$ cat config.mk
export PLATFORM = sky130hd
export DESIGN_NAME = srb_top
export DESIGN_NICKNAME = d
export VERILOG_FILES = /design/src/core/srb_pkg.sv /design/src/core/srb_rx_shift.sv /design/src/core/srb_tx_shift.sv /design/src/core/srb_top.sv
export SDC_FILE = /design/constraint.sdc
export NUM_CORES = 1
export LEC_CHECK = 0
export BUFFER_PORTS_ARGS = -buffer_cell sky130_fd_sc_hd__buf_2
export CAP_MARGIN = 20
export CORE_ASPECT_RATIO = 1.5
export CORE_UTILIZATION = 50
export DETAILED_ROUTE_END_ITERATION = 8
export PLACE_DENSITY_LB_ADDON = 0.05
export REMOVE_ABC_BUFFERS = 1
export SYNTH_ARGS = -nofsm -noshare
export SYNTH_HDL_FRONTEND = slang
export SYNTH_SLANG_ARGS = --single-unit
$ cat constraint.sdc
create_clock -name sys_clk -period 2.52 [get_ports sys_clk]
set_input_delay 0.504 -clock sys_clk [delete_from_list [all_inputs] [get_ports sys_clk]]
set_output_delay 0.504 -clock sys_clk [all_outputs]
set_load 0.05 [all_outputs]
$ cat src/core/srb_pkg.sv
// Package for the serial receive ring buffer and status block
package srb_pkg;

  ////////////////////////////////////////////////////////////////////////////
  // Register map, one byte each on a 4-bit address
  localparam int ADDR_W = 4;
  localparam logic [3:0] OFS_BUF0 = 4'h0;
  localparam logic [3:0] OFS_BUF1 = 4'h1;
  localparam logic [3:0] OFS_BUF2 = 4'h2;
  localparam logic [3:0] OFS_BUF3 = 4'h3;
  localparam logic [3:0] OFS_STAT0 = 4'h4;
  localparam logic [3:0] OFS_RXCTRL = 4'h5;
  localparam logic [3:0] OFS_RING_STAT = 4'h6;
  localparam logic [3:0] OFS_FLAG12 = 4'h7;

  ////////////////////////////////////////////////////////////////////////////
  // Status register 0 fields
  localparam int ST_FERR = 0;
  localparam int ST_ERR_LO = 1;
  localparam int ST_RX_IE = 4;
  localparam int ST_RX_REQ = 5;
  localparam int ST_TX_IE = 6;
  localparam int ST_TX_REQ = 7;
  localparam logic [7:0] STAT0_RESET = 8'h00;

  // Receive control fields
  localparam int RC_MP_MODE = 0;
  localparam int RC_ADDR_SEL = 2;
  localparam int RC_RING = 3;
  localparam int RC_PAR_EN = 5;
  localparam int RC_PAR_EVEN = 6;
  localparam int RC_RX_EN = 7;
  localparam logic [7:0] RXCTRL_RESET = 8'h12;

  // Ring status fields: buffer 3 flags low, pointer at 5:4
  localparam int RS_PTR_LO = 4;
  localparam int FL_BUF2_LO = 5;

  ////////////////////////////////////////////////////////////////////////////
  // Types
  typedef enum logic [1:0] {
    SRB_RX_IDLE = 2'b00,
    SRB_RX_DATA = 2'b01,
    SRB_RX_EXTRA = 2'b10,
    SRB_RX_STOP = 2'b11
  } srb_rx_state_t;

  typedef enum logic [1:0] {
    SRB_TX_IDLE = 2'b00,
    SRB_TX_START = 2'b01,
    SRB_TX_DATA = 2'b10,
    SRB_TX_STOP = 2'b11
  } srb_tx_state_t;

  // One finished frame from the receive shift register
  typedef struct packed {
    logic [7:0] data;
    logic extra;
    logic stop;
  } srb_frame_t;

  // Per-buffer error flags
  typedef struct packed {
    logic merr;
    logic perr;
    logic oerr;
  } srb_err_t;

endpackage

$ cat src/core/srb_rx_shift.sv
// Receive shift register with line synchroniser
module srb_rx_shift (
  // Clock and reset
  input wire logic sys_clk,
  input wire logic rstn,
  // Line and timing
  input wire logic rx_pin,
  input wire logic bit_tick,
  // Configuration
  input wire logic rx_enable,
  input wire logic extra_en,
  // Finished frame
  output logic done,
  output srb_pkg::srb_frame_t frame
);

  logic sync1, line;
  srb_pkg::srb_rx_state_t state, next_state;
  logic [2:0] cnt, next_cnt;
  logic [7:0] shift, next_shift;
  logic extra, next_extra, next_done;
  srb_pkg::srb_frame_t next_frame;

  // Two-stage synchroniser, first stage feeds only the second
  always_ff @(posedge sys_clk) begin
    sync1 <= rx_pin;
    line <= sync1;
  end

  // Sample once per bit tick; tick must fall near mid-bit
  always_comb begin
    next_state = state;
    next_cnt = cnt;
    next_shift = shift;
    next_extra = extra;
    next_done = 1'b0;
    next_frame = frame;
    if (bit_tick) begin
      case (state)
        srb_pkg::SRB_RX_IDLE: begin
          if (rx_enable && !line) begin
            next_state = srb_pkg::SRB_RX_DATA;
            next_cnt = 3'h0;
            next_extra = 1'b0;
          end
        end
        srb_pkg::SRB_RX_DATA: begin
          next_shift = {line, shift[7:1]}; // LSB first
          next_cnt = cnt + 3'h1;
          if (cnt == 3'h7) begin
            next_state = extra_en ? srb_pkg::SRB_RX_EXTRA :
                                    srb_pkg::SRB_RX_STOP;
          end
        end
        srb_pkg::SRB_RX_EXTRA: begin
          next_extra = line;
          next_state = srb_pkg::SRB_RX_STOP;
        end
        srb_pkg::SRB_RX_STOP: begin
          next_frame = '{data: shift, extra: extra, stop: line};
          next_done = 1'b1;
          next_state = srb_pkg::SRB_RX_IDLE;
        end
        default: next_state = srb_pkg::SRB_RX_IDLE;
      endcase
    end
  end

  // State registers, hidden from software
  always_ff @(posedge sys_clk) begin
    if (!rstn) begin
      state <= srb_pkg::SRB_RX_IDLE;
      cnt <= 3'h0;
      shift <= 8'h00;
      extra <= 1'b0;
      done <= 1'b0;
      frame <= '0;
    end else begin
      state <= next_state;
      cnt <= next_cnt;
      shift <= next_shift;
      extra <= next_extra;
      done <= next_done;
      frame <= next_frame;
    end
  end

endmodule

$ cat src/core/srb_tx_shift.sv
// Transmit shift register, start, eight data bits, stop
module srb_tx_shift (
  // Clock and reset
  input wire logic sys_clk,
  input wire logic rstn,
  // Timing
  input wire logic bit_tick,
  // Load side
  input wire logic load,
  input wire logic [7:0] load_data,
  output logic busy,
  // Line
  output logic tx_pin
);

  srb_pkg::srb_tx_state_t state, next_state;
  logic [2:0] cnt, next_cnt;
  logic [7:0] shift, next_shift;
  logic next_pin;

  assign busy = (state != srb_pkg::SRB_TX_IDLE);

  // Load only while idle, then shift on ticks
  always_comb begin
    next_state = state;
    next_cnt = cnt;
    next_shift = shift;
    next_pin = tx_pin;
    case (state)
      srb_pkg::SRB_TX_IDLE: begin
        next_pin = 1'b1;
        if (load) begin
          next_shift = load_data;
          next_state = srb_pkg::SRB_TX_START;
        end
      end
      srb_pkg::SRB_TX_START: begin
        if (bit_tick) begin
          next_pin = 1'b0;
          next_cnt = 3'h0;
          next_state = srb_pkg::SRB_TX_DATA;
        end
      end
      srb_pkg::SRB_TX_DATA: begin
        if (bit_tick) begin
          next_pin = shift[0];
          next_shift = {1'b0, shift[7:1]};
          next_cnt = cnt + 3'h1;
          if (cnt == 3'h7) begin
            next_state = srb_pkg::SRB_TX_STOP;
          end
        end
      end
      srb_pkg::SRB_TX_STOP: begin
        if (bit_tick) begin
          next_pin = 1'b1;
          next_state = srb_pkg::SRB_TX_IDLE;
        end
      end
      default: next_state = srb_pkg::SRB_TX_IDLE;
    endcase
  end

  // Line idles high from reset
  always_ff @(posedge sys_clk) begin
    if (!rstn) begin
      state <= srb_pkg::SRB_TX_IDLE;
      cnt <= 3'h0;
      shift <= 8'h00;
      tx_pin <= 1'b1;
    end else begin
      state <= next_state;
      cnt <= next_cnt;
      shift <= next_shift;
      tx_pin <= next_pin;
    end
  end

endmodule

$ cat src/core/srb_top.sv
// Serial channel four receive buffers, status and request flags
//
// Operation
// - finished reception loads buffer 0, raises request
// - buffer 0 holds until next reception
// - ignored multiprocessor frame leaves buffer 0 alone
// - buffers 1-3 read-only, used in ring mode
// - ring mode fills buffers 0,1,2,3 cyclically
// - ignored frame touches no ring buffer
// - two hidden 8-bit shift registers
// - low status bits update per reception
// - error flags sticky until software clears
// - unread buffer re-sets overrun after clear
// - per-buffer errors, one shared framing flag
// - stop bit zero sets framing flag
// - overrun when previous byte unread, still overwrite
// - parity mismatch sets parity flag
// - marker one while expecting data sets flag
// - bit 4 enables receive-ready request
// - receive-ready flag sticky, software clears
// - bit 6 enables transmit-ready request
// - transmit-ready flag sticky, software clears
// - any reset clears status, buffers undefined
// - control bit 3 selects ring mode
// - address select picks data or address frames
module srb_top (
  // Clock and reset
  input wire logic sys_clk,
  input wire logic rstn,
  // Register port
  input wire logic [3:0] addr,
  input wire logic [7:0] wr_data,
  input wire logic wr_en,
  input wire logic rd_en,
  output logic [7:0] rd_data,
  // Serial line and bit timing
  input wire logic rx_pin,
  input wire logic rx_bit_tick,
  input wire logic tx_bit_tick,
  output logic tx_pin,
  // Request outputs
  output logic rx_irq,
  output logic tx_irq
);

  logic [7:0] rx_buf [0:3];
  logic [7:0] rx_ctrl, next_rx_ctrl;
  srb_pkg::srb_err_t flags [0:3];
  srb_pkg::srb_err_t next_flags [0:3];
  logic ferr, next_ferr;
  logic rx_ie, next_rx_ie, tx_ie, next_tx_ie;
  logic rx_req, next_rx_req, tx_req, next_tx_req;
  logic [1:0] ptr, next_ptr;
  logic [3:0] unread, next_unread;
  logic [7:0] tx_hold, next_tx_hold;
  logic tx_full, next_tx_full;
  logic [7:0] next_rd_data;
  logic rx_done, tx_busy, tx_load;
  srb_pkg::srb_frame_t frame;
  logic mp_mode, addr_sel, ring, ignored, store;
  logic [1:0] idx;
  logic par_err, mp_err;
  logic wr_stat0, wr_ctrl;

  // Expected parity bit over a data byte
  function automatic logic parity_bit(input logic [7:0] d,
                                      input logic even);
    parity_bit = even ? (^d) : ~(^d);
  endfunction

  ////////////////////////////////////////////////////////////////////////////
  // Shift registers
  srb_rx_shift u_rx (
    .sys_clk(sys_clk),
    .rstn(rstn),
    .rx_pin(rx_pin),
    .bit_tick(rx_bit_tick),
    .rx_enable(rx_ctrl[srb_pkg::RC_RX_EN]),
    .extra_en(mp_mode | rx_ctrl[srb_pkg::RC_PAR_EN]),
    .done(rx_done),
    .frame(frame)
  );

  srb_tx_shift u_tx (
    .sys_clk(sys_clk),
    .rstn(rstn),
    .bit_tick(tx_bit_tick),
    .load(tx_load),
    .load_data(tx_hold),
    .busy(tx_busy),
    .tx_pin(tx_pin)
  );

  ////////////////////////////////////////////////////////////////////////////
  // Frame classification
  assign mp_mode = rx_ctrl[srb_pkg::RC_MP_MODE];
  assign addr_sel = rx_ctrl[srb_pkg::RC_ADDR_SEL];
  assign ring = rx_ctrl[srb_pkg::RC_RING];
  // Address wanted but a data frame came: drop it silently
  assign ignored = rx_done && mp_mode && addr_sel && !frame.extra;
  assign store = rx_done && !ignored;
  assign idx = ring ? ptr : 2'h0;
  assign par_err = rx_ctrl[srb_pkg::RC_PAR_EN] && !mp_mode &&
    (frame.extra != parity_bit(frame.data,
                               rx_ctrl[srb_pkg::RC_PAR_EVEN]));
  assign mp_err = mp_mode && !addr_sel && frame.extra;
  assign wr_stat0 = wr_en && (addr == srb_pkg::OFS_STAT0);
  assign wr_ctrl = wr_en && (addr == srb_pkg::OFS_RXCTRL);
  // Transmit hold hands to the shifter when it is free
  assign tx_load = tx_full && !tx_busy;

  // Request outputs gated by their enables
  assign rx_irq = rx_req && rx_ie;
  assign tx_irq = tx_req && tx_ie;

  ////////////////////////////////////////////////////////////////////////////
  // Receive buffers carry no reset, so they read undefined after it
  always_ff @(posedge sys_clk) begin
    if (store) begin
      rx_buf[idx] <= frame.data;
    end
  end

  ////////////////////////////////////////////////////////////////////////////
  // Status, control and bookkeeping; hardware set wins over a clear
  always_comb begin
    next_rx_ctrl = rx_ctrl;
    next_ferr = ferr;
    next_rx_ie = rx_ie;
    next_tx_ie = tx_ie;
    next_rx_req = rx_req;
    next_tx_req = tx_req;
    next_ptr = ptr;
    next_unread = unread;
    next_tx_hold = tx_hold;
    next_tx_full = tx_full;
    for (int i = 0; i < 4; i++) begin
      next_flags[i] = flags[i];
    end
    // Software writes first
    if (wr_ctrl) begin
      next_rx_ctrl = wr_data;
    end
    if (wr_stat0) begin
      next_ferr = wr_data[srb_pkg::ST_FERR];
      next_flags[0] = wr_data[srb_pkg::ST_ERR_LO +: 3];
      next_rx_ie = wr_data[srb_pkg::ST_RX_IE];
      next_rx_req = wr_data[srb_pkg::ST_RX_REQ];
      next_tx_ie = wr_data[srb_pkg::ST_TX_IE];
      next_tx_req = wr_data[srb_pkg::ST_TX_REQ];
    end
    if (wr_en && addr == srb_pkg::OFS_RING_STAT) begin
      next_flags[3] = wr_data[srb_pkg::ST_ERR_LO +: 3];
    end
    if (wr_en && addr == srb_pkg::OFS_FLAG12) begin
      next_flags[1] = wr_data[srb_pkg::ST_ERR_LO +: 3];
      next_flags[2] = wr_data[srb_pkg::FL_BUF2_LO +: 3];
    end
    // Buffer 0 write is the transmit side; buffers 1-3 ignore writes
    if (wr_en && addr == srb_pkg::OFS_BUF0) begin
      next_tx_hold = wr_data;
      next_tx_full = 1'b1;
    end else if (tx_load) begin
      next_tx_full = 1'b0;
    end
    if (tx_load) begin
      next_tx_req = 1'b1;
    end
    // A read of a buffer marks it consumed
    if (rd_en && addr[3:2] == 2'b00) begin
      next_unread[addr[1:0]] = 1'b0;
    end
    // Reception results; flags only ever OR in
    if (store) begin
      // Unread slot sets overrun, even right after a clear
      next_flags[idx].oerr = next_flags[idx].oerr | unread[idx];
      next_flags[idx].perr = next_flags[idx].perr | par_err;
      next_flags[idx].merr = next_flags[idx].merr | mp_err;
      next_ferr = next_ferr | !frame.stop;
      next_unread[idx] = 1'b1;
      next_rx_req = 1'b1;
      next_ptr = ring ? ptr + 2'h1 : 2'h0;
    end else if (!ring) begin
      next_ptr = 2'h0;
    end
  end

  // Any reset source arrives as rstn and clears status
  always_ff @(posedge sys_clk) begin
    if (!rstn) begin
      rx_ctrl <= srb_pkg::RXCTRL_RESET;
      ferr <= srb_pkg::STAT0_RESET[srb_pkg::ST_FERR];
      rx_ie <= srb_pkg::STAT0_RESET[srb_pkg::ST_RX_IE];
      tx_ie <= srb_pkg::STAT0_RESET[srb_pkg::ST_TX_IE];
      rx_req <= srb_pkg::STAT0_RESET[srb_pkg::ST_RX_REQ];
      tx_req <= srb_pkg::STAT0_RESET[srb_pkg::ST_TX_REQ];
      ptr <= 2'h0;
      unread <= 4'h0;
      tx_hold <= 8'h00;
      tx_full <= 1'b0;
      for (int i = 0; i < 4; i++) begin
        flags[i] <= '0;
      end
    end else begin
      rx_ctrl <= next_rx_ctrl;
      ferr <= next_ferr;
      rx_ie <= next_rx_ie;
      tx_ie <= next_tx_ie;
      rx_req <= next_rx_req;
      tx_req <= next_tx_req;
      ptr <= next_ptr;
      unread <= next_unread;
      tx_hold <= next_tx_hold;
      tx_full <= next_tx_full;
      for (int i = 0; i < 4; i++) begin
        flags[i] <= next_flags[i];
      end
    end
  end

  ////////////////////////////////////////////////////////////////////////////
  // Read port: data valid only in the cycle after the strobe
  always_comb begin
    next_rd_data = 8'h00;
    if (rd_en) begin
      case (addr)
        srb_pkg::OFS_BUF0: next_rd_data = rx_buf[0];
        srb_pkg::OFS_BUF1: next_rd_data = rx_buf[1];
        srb_pkg::OFS_BUF2: next_rd_data = rx_buf[2];
        srb_pkg::OFS_BUF3: next_rd_data = rx_buf[3];
        srb_pkg::OFS_STAT0: next_rd_data = {tx_req, tx_ie, rx_req, rx_ie,
                                            flags[0], ferr};
        srb_pkg::OFS_RXCTRL: next_rd_data = rx_ctrl;
        srb_pkg::OFS_RING_STAT: next_rd_data = {2'b00, ptr, flags[3], 1'b0};
        srb_pkg::OFS_FLAG12: next_rd_data = {flags[2], 1'b0, flags[1], 1'b0};
        default: next_rd_data = 8'h00;
      endcase
    end
  end

  always_ff @(posedge sys_clk) begin
    if (!rstn) begin
      rd_data <= 8'h00;
    end else begin
      rd_data <= next_rd_data;
    end
  end

  ////////////////////////////////////////////////////////////////////////////
  // Checks
  logic seen0;
  always_ff @(posedge sys_clk) begin
    if (!rstn) begin
      seen0 <= 1'b0;
    end else if (store && idx == 2'h0) begin
      seen0 <= 1'b1;
    end
  end
endmodule

# After elaboration in Yosys (flattened, before gate mapping)
# Memories as Yosys holds them, arrays and structs flattened.
# Index checks and enable logic that the tools add are counted.
# Widths: inputs -> output; s select.
[classes] eq_ne=23 n_reduce_logical=52 n_addsub=3 n_lt_le_gt_ge=6 mux=76 n_bitwise=14
[ops] op="$pmux 8 s8" count=1
[ops] op="$bwmux 12" count=3
[ops] op="$mux 3" count=12
[ops] op="$mux 2" count=13
[ops] op="$mux 1" count=25
[ops] op="$logic_and 1x1->1" count=21
[ops] op="$bmux 3 s2" count=3
[ops] op="$demux 3 s2" count=3
[ops] op="$reduce_and 3->1" count=6
[ops] op="$eq 4x3->1 const B" count=4
[ops] op="$mux 8" count=2
[ops] op="$pmux 2 s4" count=2
[ops] op="$pmux 8 s2" count=1
[ops] op="$reduce_bool 2->1" count=8
[ops] op="$mux 12" count=1
[ops] op="$pmux 3 s2" count=2
[ops] op="$or 1x1->1" count=9
[ops] op="$eq 2x2->1 const B" count=4
[ops] op="$eq 4x2->1 const B" count=2
[ops] op="$mux 4" count=2
[ops] op="$ne 2x2->1 const B" count=4
[ops] op="$reduce_and 2->1" count=4
[ops] op="$reduce_xor 8->1" count=1
[ops] op="$logic_not 1->1" count=7
[ops] op="24 further kinds" count=34
[word_totals] mem_bits_rw=44 mem_count=2 output_inout_bits=11 wordCells=201 register_bits=77
[mem_list] name="rx_buf" depth=4 word_bits=8 rd=4 rd_clocked_by_memory_dff=0 write_ports=1 line="srb_top.sv:46" rtl="logic [7:0] rx_buf [0:3];"
[mem_list] name="flags" depth=4 word_bits=3 rd=4 rd_clocked_by_memory_dff=0 write_ports=4 line="srb_top.sv:48" rtl="srb_pkg::srb_err_t flags [0:3];"

# Depth between registers and ports, before layout
# Gate-level depths: netlist of run 1.
[logic_depth] word_depth=20 depth_mapped=8

# Modules after synthesis
# From an unflattened synthesis of run 1, not the netlist that was laid out.
[hier_totals] cells_unflattened=546 area_unflattened_um2=5639.2
[by_module_without_submodules] mod="srb_top" seq_area_each_um2=1921.8 cells_each=343 instances=1 area_each_um2=3686.0
[by_module_without_submodules] mod="srb_rx_shift" seq_area_each_um2=540.5 cells_each=122 instances=1 area_each_um2=1139.8
[by_module_without_submodules] mod="srb_tx_shift" seq_area_each_um2=280.3 cells_each=81 instances=1 area_each_um2=813.3

# Worst setup path before layout of run 1
# OpenSTA, ideal clock, no wires.
[synth_path] path_type="input to register" from="input addr[1]" to="memory flags[0][6] (netlist name)" setup_time_ps=116 arrival_time_ps=2008 path_slack_ps=395 cell_stages=7 t_required_ps=2404 cell_sequence="buf_2 -> nand2_1 -> nor2_1 -> mux2_2 -> o21ai_0 -> nand4_2 -> o211a_1"
[synth_lines] item="from (decl)" line="srb_top.sv:31" rtl="input wire logic [3:0] addr,"
[synth_lines] item="to (decl)" line="srb_top.sv:48"

==> metrics.md, run 1 <==
| Metric | Value |
|---|---|
| Status | finished clean |
| Critical path's slowest cell | dfxtp_1 |
| Gpl congestion | 0.9014 |
| Top post-synthesis cells by area | dfxtp_1 (34%), edfxtp_1 (18%), mux2i_1 (6.9%) |
| Syn Area/Cell | 10.58 um2 |
| Achievable clock frequency | 526.4 MHz |
| Static Leak | 2.347 nW |
| Routed len/inst | 17.87 um |
| Relative slew slack | 0.5156 |
| Setup bufs post-CTS | 0 |
| Post-synthesis xor/xnor area fraction | 0.01932 |
| RSZ-0062 raised after global routing | no |
| Largest family of logic cells by synthesized area | multiplexers |
| Util after Layout | 0.6040 |
| Layout cells sized above 1 | 0.1905 |
| DRT Wirelength | 11,850 um |
| Met2 Wirelength | 6135 um |
| FF+latch count, synth | 121 |
| R2r endpoint | flags[0][4] |
| Register area share after synthesis | 0.5228 |
| Die area | 10,910 um2 |
| Placed cell count | 631 |
| Area of the mapped netlist | 5246 um2 |
| CP top delay family | flip-flops |
| Residual DRC | 0 |
| Vias in the first global route | 3,712 |
| Worst path arrival time | 2250 ps |
| Clk pwr share | 0.485 |
| # rows | 45 |
| Via count | 3,722 |
| Switch Pwr | 1.142 mW |
| Worst endpoint required time | 2870 ps |
| CTS tree | built |
| Primary FF master, synth | dfxtp_1 |
| Post-synth EDFFs | 32 |
| CP bufs+invs | 1 |
| Clock transition at path regs | 50 ps |
| Finished Layout Cells | 663 |
| Antenna violations before repair | 0 |
| Share of Yosys cell area claimed by the top area cell type | 0.3396 |
| Netlist cell types | 47 |
| Fillers | 873 |
| Worst slew pin tran | 725.5 ps |
| DR pass1 iterations | 4 |
| Crit start category | flop |
| I/O pins | 30 |
| DRT iter0 DRCs | 188 |
| Mux share of post-synthesis cell area | 0.1388 |
| Switching Fraction | 0.2324 |
| First-pass GRT wire length | 19,500 um |
| Largest net degree at the start of global routing | 42 |
| Cell Area, Placed | 5532 um2 |
| Count of warnings emitted by yosys | 0 |
| Clock sinks | 121 |
| Hold depth | 1 |
| Crit path to | flags[0][4] |
| Initial Utilization | 0.5177 |
| Reg2reg start | rx_ctrl[3] |
| Chip height | 127.5 um |
| Slowest stage delay, CP | 520 ps |
| Synth Instances | 496 |
| Leading area contributor after synthesis | dfxtp_1 |
| Area Growth Syn to Fin | 16.67% |
| Min cycle time layout | 1900 ps |
| WL met3 | 362 um |
| Hold crit path type | in2reg |
| Design area | 6121 um2 |
| H-tree levels | 4 |
| Max layer used | met4 |
| CP Depth | 6 |
| Post-Synth Simple-Gate Area | 0.1307 |
| Critical path cell sequence | nand2_1 > nor2_1 > nand2_1 > inv_1 > o21ai_0 > o21ba_2 |
| VDD IR max | 0.4779 mV |
| Maxcap violations | 0 |
| CP Max Fanout | 11 |
| GRT Total Usage | 0.2408 |
| N_diodes | 0 |
| Core Box Area | 10,130 um2 |
| Reg2Reg Depth | 6 |
| Complex-gate fraction of the synthesized area | 0.1238 |
| Worst min-delay path startpoint | rx_pin |
| Synth Area in Adders | 0.03339 |
| Post-synth ARST share | 0 |
| Final period utilization | 0.7538 |
| Wire length on met1 | 5057 um |
| Cts hold-fix bufs | 0 |
| Nets@finish | 566 |
| Number of clock buffers inserted by TritonCTS | 17 |
| Critical path's most frequent cell | nand2_1 |
| Clk_skew | 11.40 ps |
| Fin. max-slew vios | 0 |
| Reg2reg setup slack | 620 ps |
| Crit Path Category | reg2reg |
| Setup TNS | 0 ps |
| Setup Viol. Count Final | 0 |
| Comb power frac | 0.088 |
| Clock Latency Late Sink | 410 ps |
| Int Power | 3.772 mW |
| Pwr/cell area | 802.9 nW/um2 |
| Post-CTS resize count | 0 |
| Die width | 85.64 um |
| Final hold violations | 0 |
| Clock Path Buffers | 2 |
| Detailed placer's ending HPWL | 8453 um |
| Critical path startpoint | rx_ctrl[3] |
| Seq pwr share | 0.428 |
| Port Buffers | 29 |
| Clk root buf | clkbuf_16 |
| Routed Antenna Nets | 0 |
| Crit end category | flop |
| Vias per inst | 5.614 |
| Total congestion overflow | 0 |
layout make-up:
| class | count | area (um2) | share of cell area |
|---|---|---|---|
| multi-input combinational | 337 | 2340 | 0.3823 |
| sequential | 121 | 2743 | 0.4481 |
| tap | 117 | 146.4 | 0.02392 |
| timing repair buffer | 44 | 257.7 | 0.04211 |
| inverter | 12 | 45.04 | 0.007359 |
| clock buffer | 21 | 471.7 | 0.07706 |
| clock inverter | 11 | 117.6 | 0.01922 |
per-stage QoR:
stage	hold WS [ps]	power, mW	worst slack [ps]
floorplan	309.6	2.423	406.0
global placement	319.1	2.569	326.0
detailed placement	321.0	2.576	295.0
CTS	181.3	4.955	557.4
global route	181.7	5.111	408.1
finish	190.3	4.914	620.3
metal layers:
metal / global-route usage / vias to the layer above
li1: - / 1851
met1: 0.2893 / 1782
met2: 0.4094 / 68
met3: 0.05879 / 21
met4: 0.1020 / 0
met5: 0 / -
registers in the layout, indices dropped and copies added (netlist names), 8 cells and up:
signal	cells
flags	12
rx_ctrl	8
tx_hold	8
rd_data	8
rx_buf	32
u_rx.shift	8
u_tx.shift	8
u_rx.frame	10
how the worst min path moves through the flow:
stage,endpoint,slack [ps]
after global placement,u_rx.line,320
after floorplan,u_rx.line,310
after CTS,u_rx.sync1,180
after detailed placement,u_rx.line,320
after global routing,u_rx.sync1,180
final,u_rx.sync1,190
synthesized netlist by cell type, types with 2 or more instances:
cell,count
mux2_2,6
nand3b_1,4
buf_6,2
nor2_1,46
xor2_1,2
clkbuf_1,16
nand2_1,61
nor3_1,2
and2_1,3
a21oi_1,42
o21ba_2,3
nand2b_1,8
mux4_2,12
dfxtp_1,89
o211a_1,2
edfxtp_1,32
o211ai_1,2
a32oi_1,5
o21ai_0,26
a211oi_1,9
mux2_4,2
o21ba_1,3
ha_1,14
buf_1,5
xnor2_1,7
nand3_1,21
o21bai_1,2
mux2i_1,36
buf_2,2
inv_1,12
o21a_1,3
or3_1,2
kinds of logic (layout without fill, tap and decap cells):
logic type               Yosys count  count (layout)
multiplexers                      56              56
XOR/XNOR                          10              10
flip-flops                       121             121
adder cells (fa/ha/maj)           14              14
AO/OA/AOI/OAI                    105             105
AND/OR/NAND/NOR                  152             152
buffers and inverters             38              88
cell usage in the layout (no fill, tap or decap), drive strengths merged, types with 2 or more instances in the layout:
cell and instances:
mux2 8, and2 3, a32oi 5, o21a 3, nand2b 8, nand2 61
nand3b 5, mux2i 36, a211oi 9, ha 14, clkinv 6, nor2 46
nor3 2, bufinv 2, a22oi 2, xnor2 7, o21bai 2, o21ba 6
clkbuf 21, nand3 21, o21ai 27, edfxtp 32, buf 44, dfxtp 89
or3 2, inv 14, xor2 2, a21oi 42, mux4 12, o211ai 2
o211a 2
power by group through the flow:
stage	clock [mW]	combinational (mW)	sequential (mW)
floorplan	0	0.275	2.15
global placement	0	0.429	2.14
detailed placement	0	0.434	2.14
CTS	2.42	0.436	2.10
global route	2.51	0.489	2.11
finish	2.38	0.432	2.10
No activity file was read; power rests on OpenSTA's default activity.
==> run 2, diff against run 1 <==
==> constraint.sdc (replaced) <==
create_clock -name sys_clk -period 1.55 [get_ports sys_clk]
set_input_delay 0.31 -clock sys_clk [delete_from_list [all_inputs] [get_ports sys_clk]]
set_output_delay 0.31 -clock sys_clk [all_outputs]
set_load 0.05 [all_outputs]
==> metrics.md, run 2 (synthesis gave the netlist of run 1 again) <==
| Metric | Value |
|---|---|
| Status | complete, but fails checks (was finished clean) |
| Failing checks | setup timing |
| Antenna violations before repair | 0 (unchanged) |
| First-pass GRT wire length | 20,500 um (was 19,500 um) |
| Die width | 85.64 um (unchanged) |
| Util after Layout | 0.6633 (was 0.6040) |
| Most frequent cells in the layout | dfxtp_1 (84), nand2_1 (61), buf_4 (60) (was dfxtp_1 (89), nand2_1 (61), nor2_1 (46)) |
| Finished Layout Cells | 714 (was 663) |
| I/O pins | 30 (unchanged) |
| Met2 Wirelength | 6818 um (was 6135 um) |
| Post-route setup slack | -83.18 ps (was 620.3 ps) |
| Int Power | 6.520 mW (was 3.772 mW) |
| Fillers | 801 (was 873) |
| Chip height | 127.5 um (unchanged) |
| Achievable clock frequency | 612.3 MHz (was 526.4 MHz) |
| Largest net degree at the start of global routing | 27 (was 42) |
| Worst slew pin tran | 386.8 ps (was 725.5 ps) |
| Crit Path Category | reg2reg (unchanged) |
| Layout cells sized above 1 | 0.3065 (was 0.1905) |
| Initial Utilization | 0.5177 (unchanged) |
| Clock Path Buffers | 2 (unchanged) |
| Residual DRC | 0 (unchanged) |
| Fin. max-slew vios | 0 (unchanged) |
| Clock Latency Late Sink | 410 ps (about the same) |
| GRT Total Usage | 0.2531 (was 0.2408) |
| Reg2Reg Depth | 6 (unchanged) |
| Sequential cell area | 2749 um2 (was 2743 um2) |
| Comb power frac | 0.112 (was 0.088) |
| Max reg flops | 32 (unchanged) |
| Clk_skew | 9.328 ps (was 11.40 ps) |
| Hold crit path type | in2reg (unchanged) |
| Port Buffers | 29 (unchanged) |
| Vias per inst | 5.583 (was 5.614) |
| Routed Antenna Nets | 0 (unchanged) |
| Crit end category | flop (unchanged) |
| Via count | 3,986 (was 3,722) |
| Min cycle time layout | 1633 ps (was 1900 ps) |
| Switch Pwr | 1.955 mW (was 1.142 mW) |
| Critical path startpoint | u_rx.frame[5] (was rx_ctrl[3]) |
| Setup Viol. Count Final | 4 (was 0) |
| RSZ-0062 raised after global routing | yes (was no) |
| Maxcap violations | 0 (unchanged) |
| Pre-CTS setup slack | -450.8 ps (was 295.0 ps) |
| Vias in the first global route | 4,056 (was 3,712) |
| Final period utilization | 1.054 (was 0.7538) |
| Detailed placer's ending HPWL | 9329 um (was 8453 um) |
| Number of clock buffers inserted by TritonCTS | 17 (unchanged) |
| Reg2reg setup slack | -80 ps (was 620 ps) |
| Clock transition at path regs | 50 ps (about the same) |
| Clk root buf | clkbuf_16 (unchanged) |
| Die area | 10,910 um2 (unchanged) |
| Core Box Area | 10,130 um2 (unchanged) |
| Worst endpoint required time | 1850 ps (was 2870 ps) |
| CTS tree | built (unchanged) |
| Clock sinks | 121 (unchanged) |
| Largest registers | rx_buf: 32 flops, flags: 12 flops, u_rx.frame: 10 flops (unchanged) |
| Placed cell count | 680 (was 631) |
| DR pass1 iterations | 4 (unchanged) |
| Gpl congestion | 0.8816 (was 0.9014) |
| Reg2reg start | u_rx.frame[5] (was rx_ctrl[3]) |
| Routed len/inst | 17.98 um (was 17.87 um) |
| Nets@finish | 617 (was 566) |
| VDD IR max | 0.8225 mV (was 0.4779 mV) |
| Pwr/cell area | 1261 nW/um2 (was 802.9 nW/um2) |
| Static Leak | 2.667 nW (was 2.347 nW) |
| Worst path arrival time | 1930 ps (was 2250 ps) |
| Crit start category | flop (unchanged) |
| H-tree levels | 4 (unchanged) |
| Design area | 6723 um2 (was 6121 um2) |
| Commonest non-fill, non-tap cell in the layout | dfxtp_1 (unchanged) |
| Max layer used | met4 (unchanged) |
| Crit path to | flags[0][10] (was flags[0][4]) |
| Clk pwr share | 0.484 (was 0.485) |
| R2r endpoint | flags[0][10] (was flags[0][4]) |
| DRT iter0 DRCs | 176 (was 188) |
| N_diodes | 0 (unchanged) |
| DRT Wirelength | 12,840 um (was 11,850 um) |
| WL met3 | 369 um (was 362 um) |
| CP Max Fanout | 4 (was 11) |
| Cell Area, Placed | 5937 um2 (was 5532 um2) |
| Total congestion overflow | 0 (unchanged) |
| Seq pwr share | 0.403 (was 0.428) |
| Relative slew slack | 0.7394 (was 0.5156) |
| # rows | 45 (unchanged) |
| Largest Register | rx_buf (unchanged) |
| Wire length on met1 | 5302 um (was 5057 um) |
| Setup TNS | -308.6 ps (was 0 ps) |
| Area of the multi-input gates | 2440 um2 (was 2340 um2) |
| Final hold violations | 0 (unchanged) |
| Area Growth Syn to Fin | 28.14% (was 16.67%) |
| Switching Fraction | 0.2307 (was 0.2324) |
==> run 2: cell count changes in the layout (fill, tap and decap cells not counted), sizes merged <==
cell / delta
buf: +48
clkbuf: +4
clkinv: -1
clkinvlp: -1
dlygate4sd3: +1
==> run 2: power groups by stage <==
| stage | registers [mW] | clock network, mW | logic [mW] |
|---|---|---|---|
| 2_1_floorplan | 3.49 | 0 | 0.445 |
| 3_3_place_gp | 3.47 | 0 | 0.759 |
| 3_5_place_dp | 3.48 | 0 | 0.780 |
| 4_1_cts | 3.41 | 4.15 | 0.846 |
| 5_1_grt | 3.43 | 4.32 | 1.03 |
| 6_report | 3.42 | 4.10 | 0.952 |
==> run 2: area by class of cell <==
type | instances | area share
clock buffer | 23 | 0.07910
clock inverter | 9 | 0.01563
inverter | 12 | 0.006700
multi-input combinational | 337 | 0.3629
sequential | 121 | 0.4089
tap | 117 | 0.02178
timing repair buffer | 95 | 0.1050
==> run 2: per-stage QoR <==
stage                     power, mW  hold WS (ps)
after floorplan               3.936         309.6
after global placement        4.230         314.8
after detailed placement      4.258         323.6
after CTS                     8.411         172.3
after global routing          8.780         182.5
final                         8.475         179.7
==> run 2: critical path: stages, from the launching register on <==
cell and delay, ps:
dfxtp_2 330, xor2_1 150, xnor3_1 430, xnor2_1 140, nand3b_1 130, nand3_2 130, o21ba_2 230
==> run 2: routing by layer <==
metal / vias up / track usage
met2: 79 / 0.4499
met4: 0 / 0.1206
met5: - / 0
li1: 1949 / -
met1: 1936 / 0.2869
met3: 22 / 0.05233
==> run 2: how the worst min path moves through the flow <==
| stage | depth (start not counted) | from | slack [ps] | endpoint |
|---|---|---|---|---|
| 3_5_place_dp | 0 | u_rx.sync1 | 320 | u_rx.line |
| 4_1_cts | 3 | rstn | 170 | u_tx.state[0] |
| 5_1_grt | 3 | rstn | 180 | u_tx.state[0] |
| 2_1_floorplan | 0 | u_rx.sync1 | 310 | u_rx.line |
| 3_3_place_gp | 0 | u_rx.sync1 | 310 | u_rx.line |
| 6_report | 3 | rstn | 180 | u_tx.state[0] |
==> run 2: timing repair <==
item                                    CTS  global route
endpoints found under the setup margin   32            42
hold endpoints to repair                  1             0
setup buffers                             0             0
pin swaps                                 1             4
hold buffers                              1             0
cloned                                    1             0
gates resized for setup                  17            32
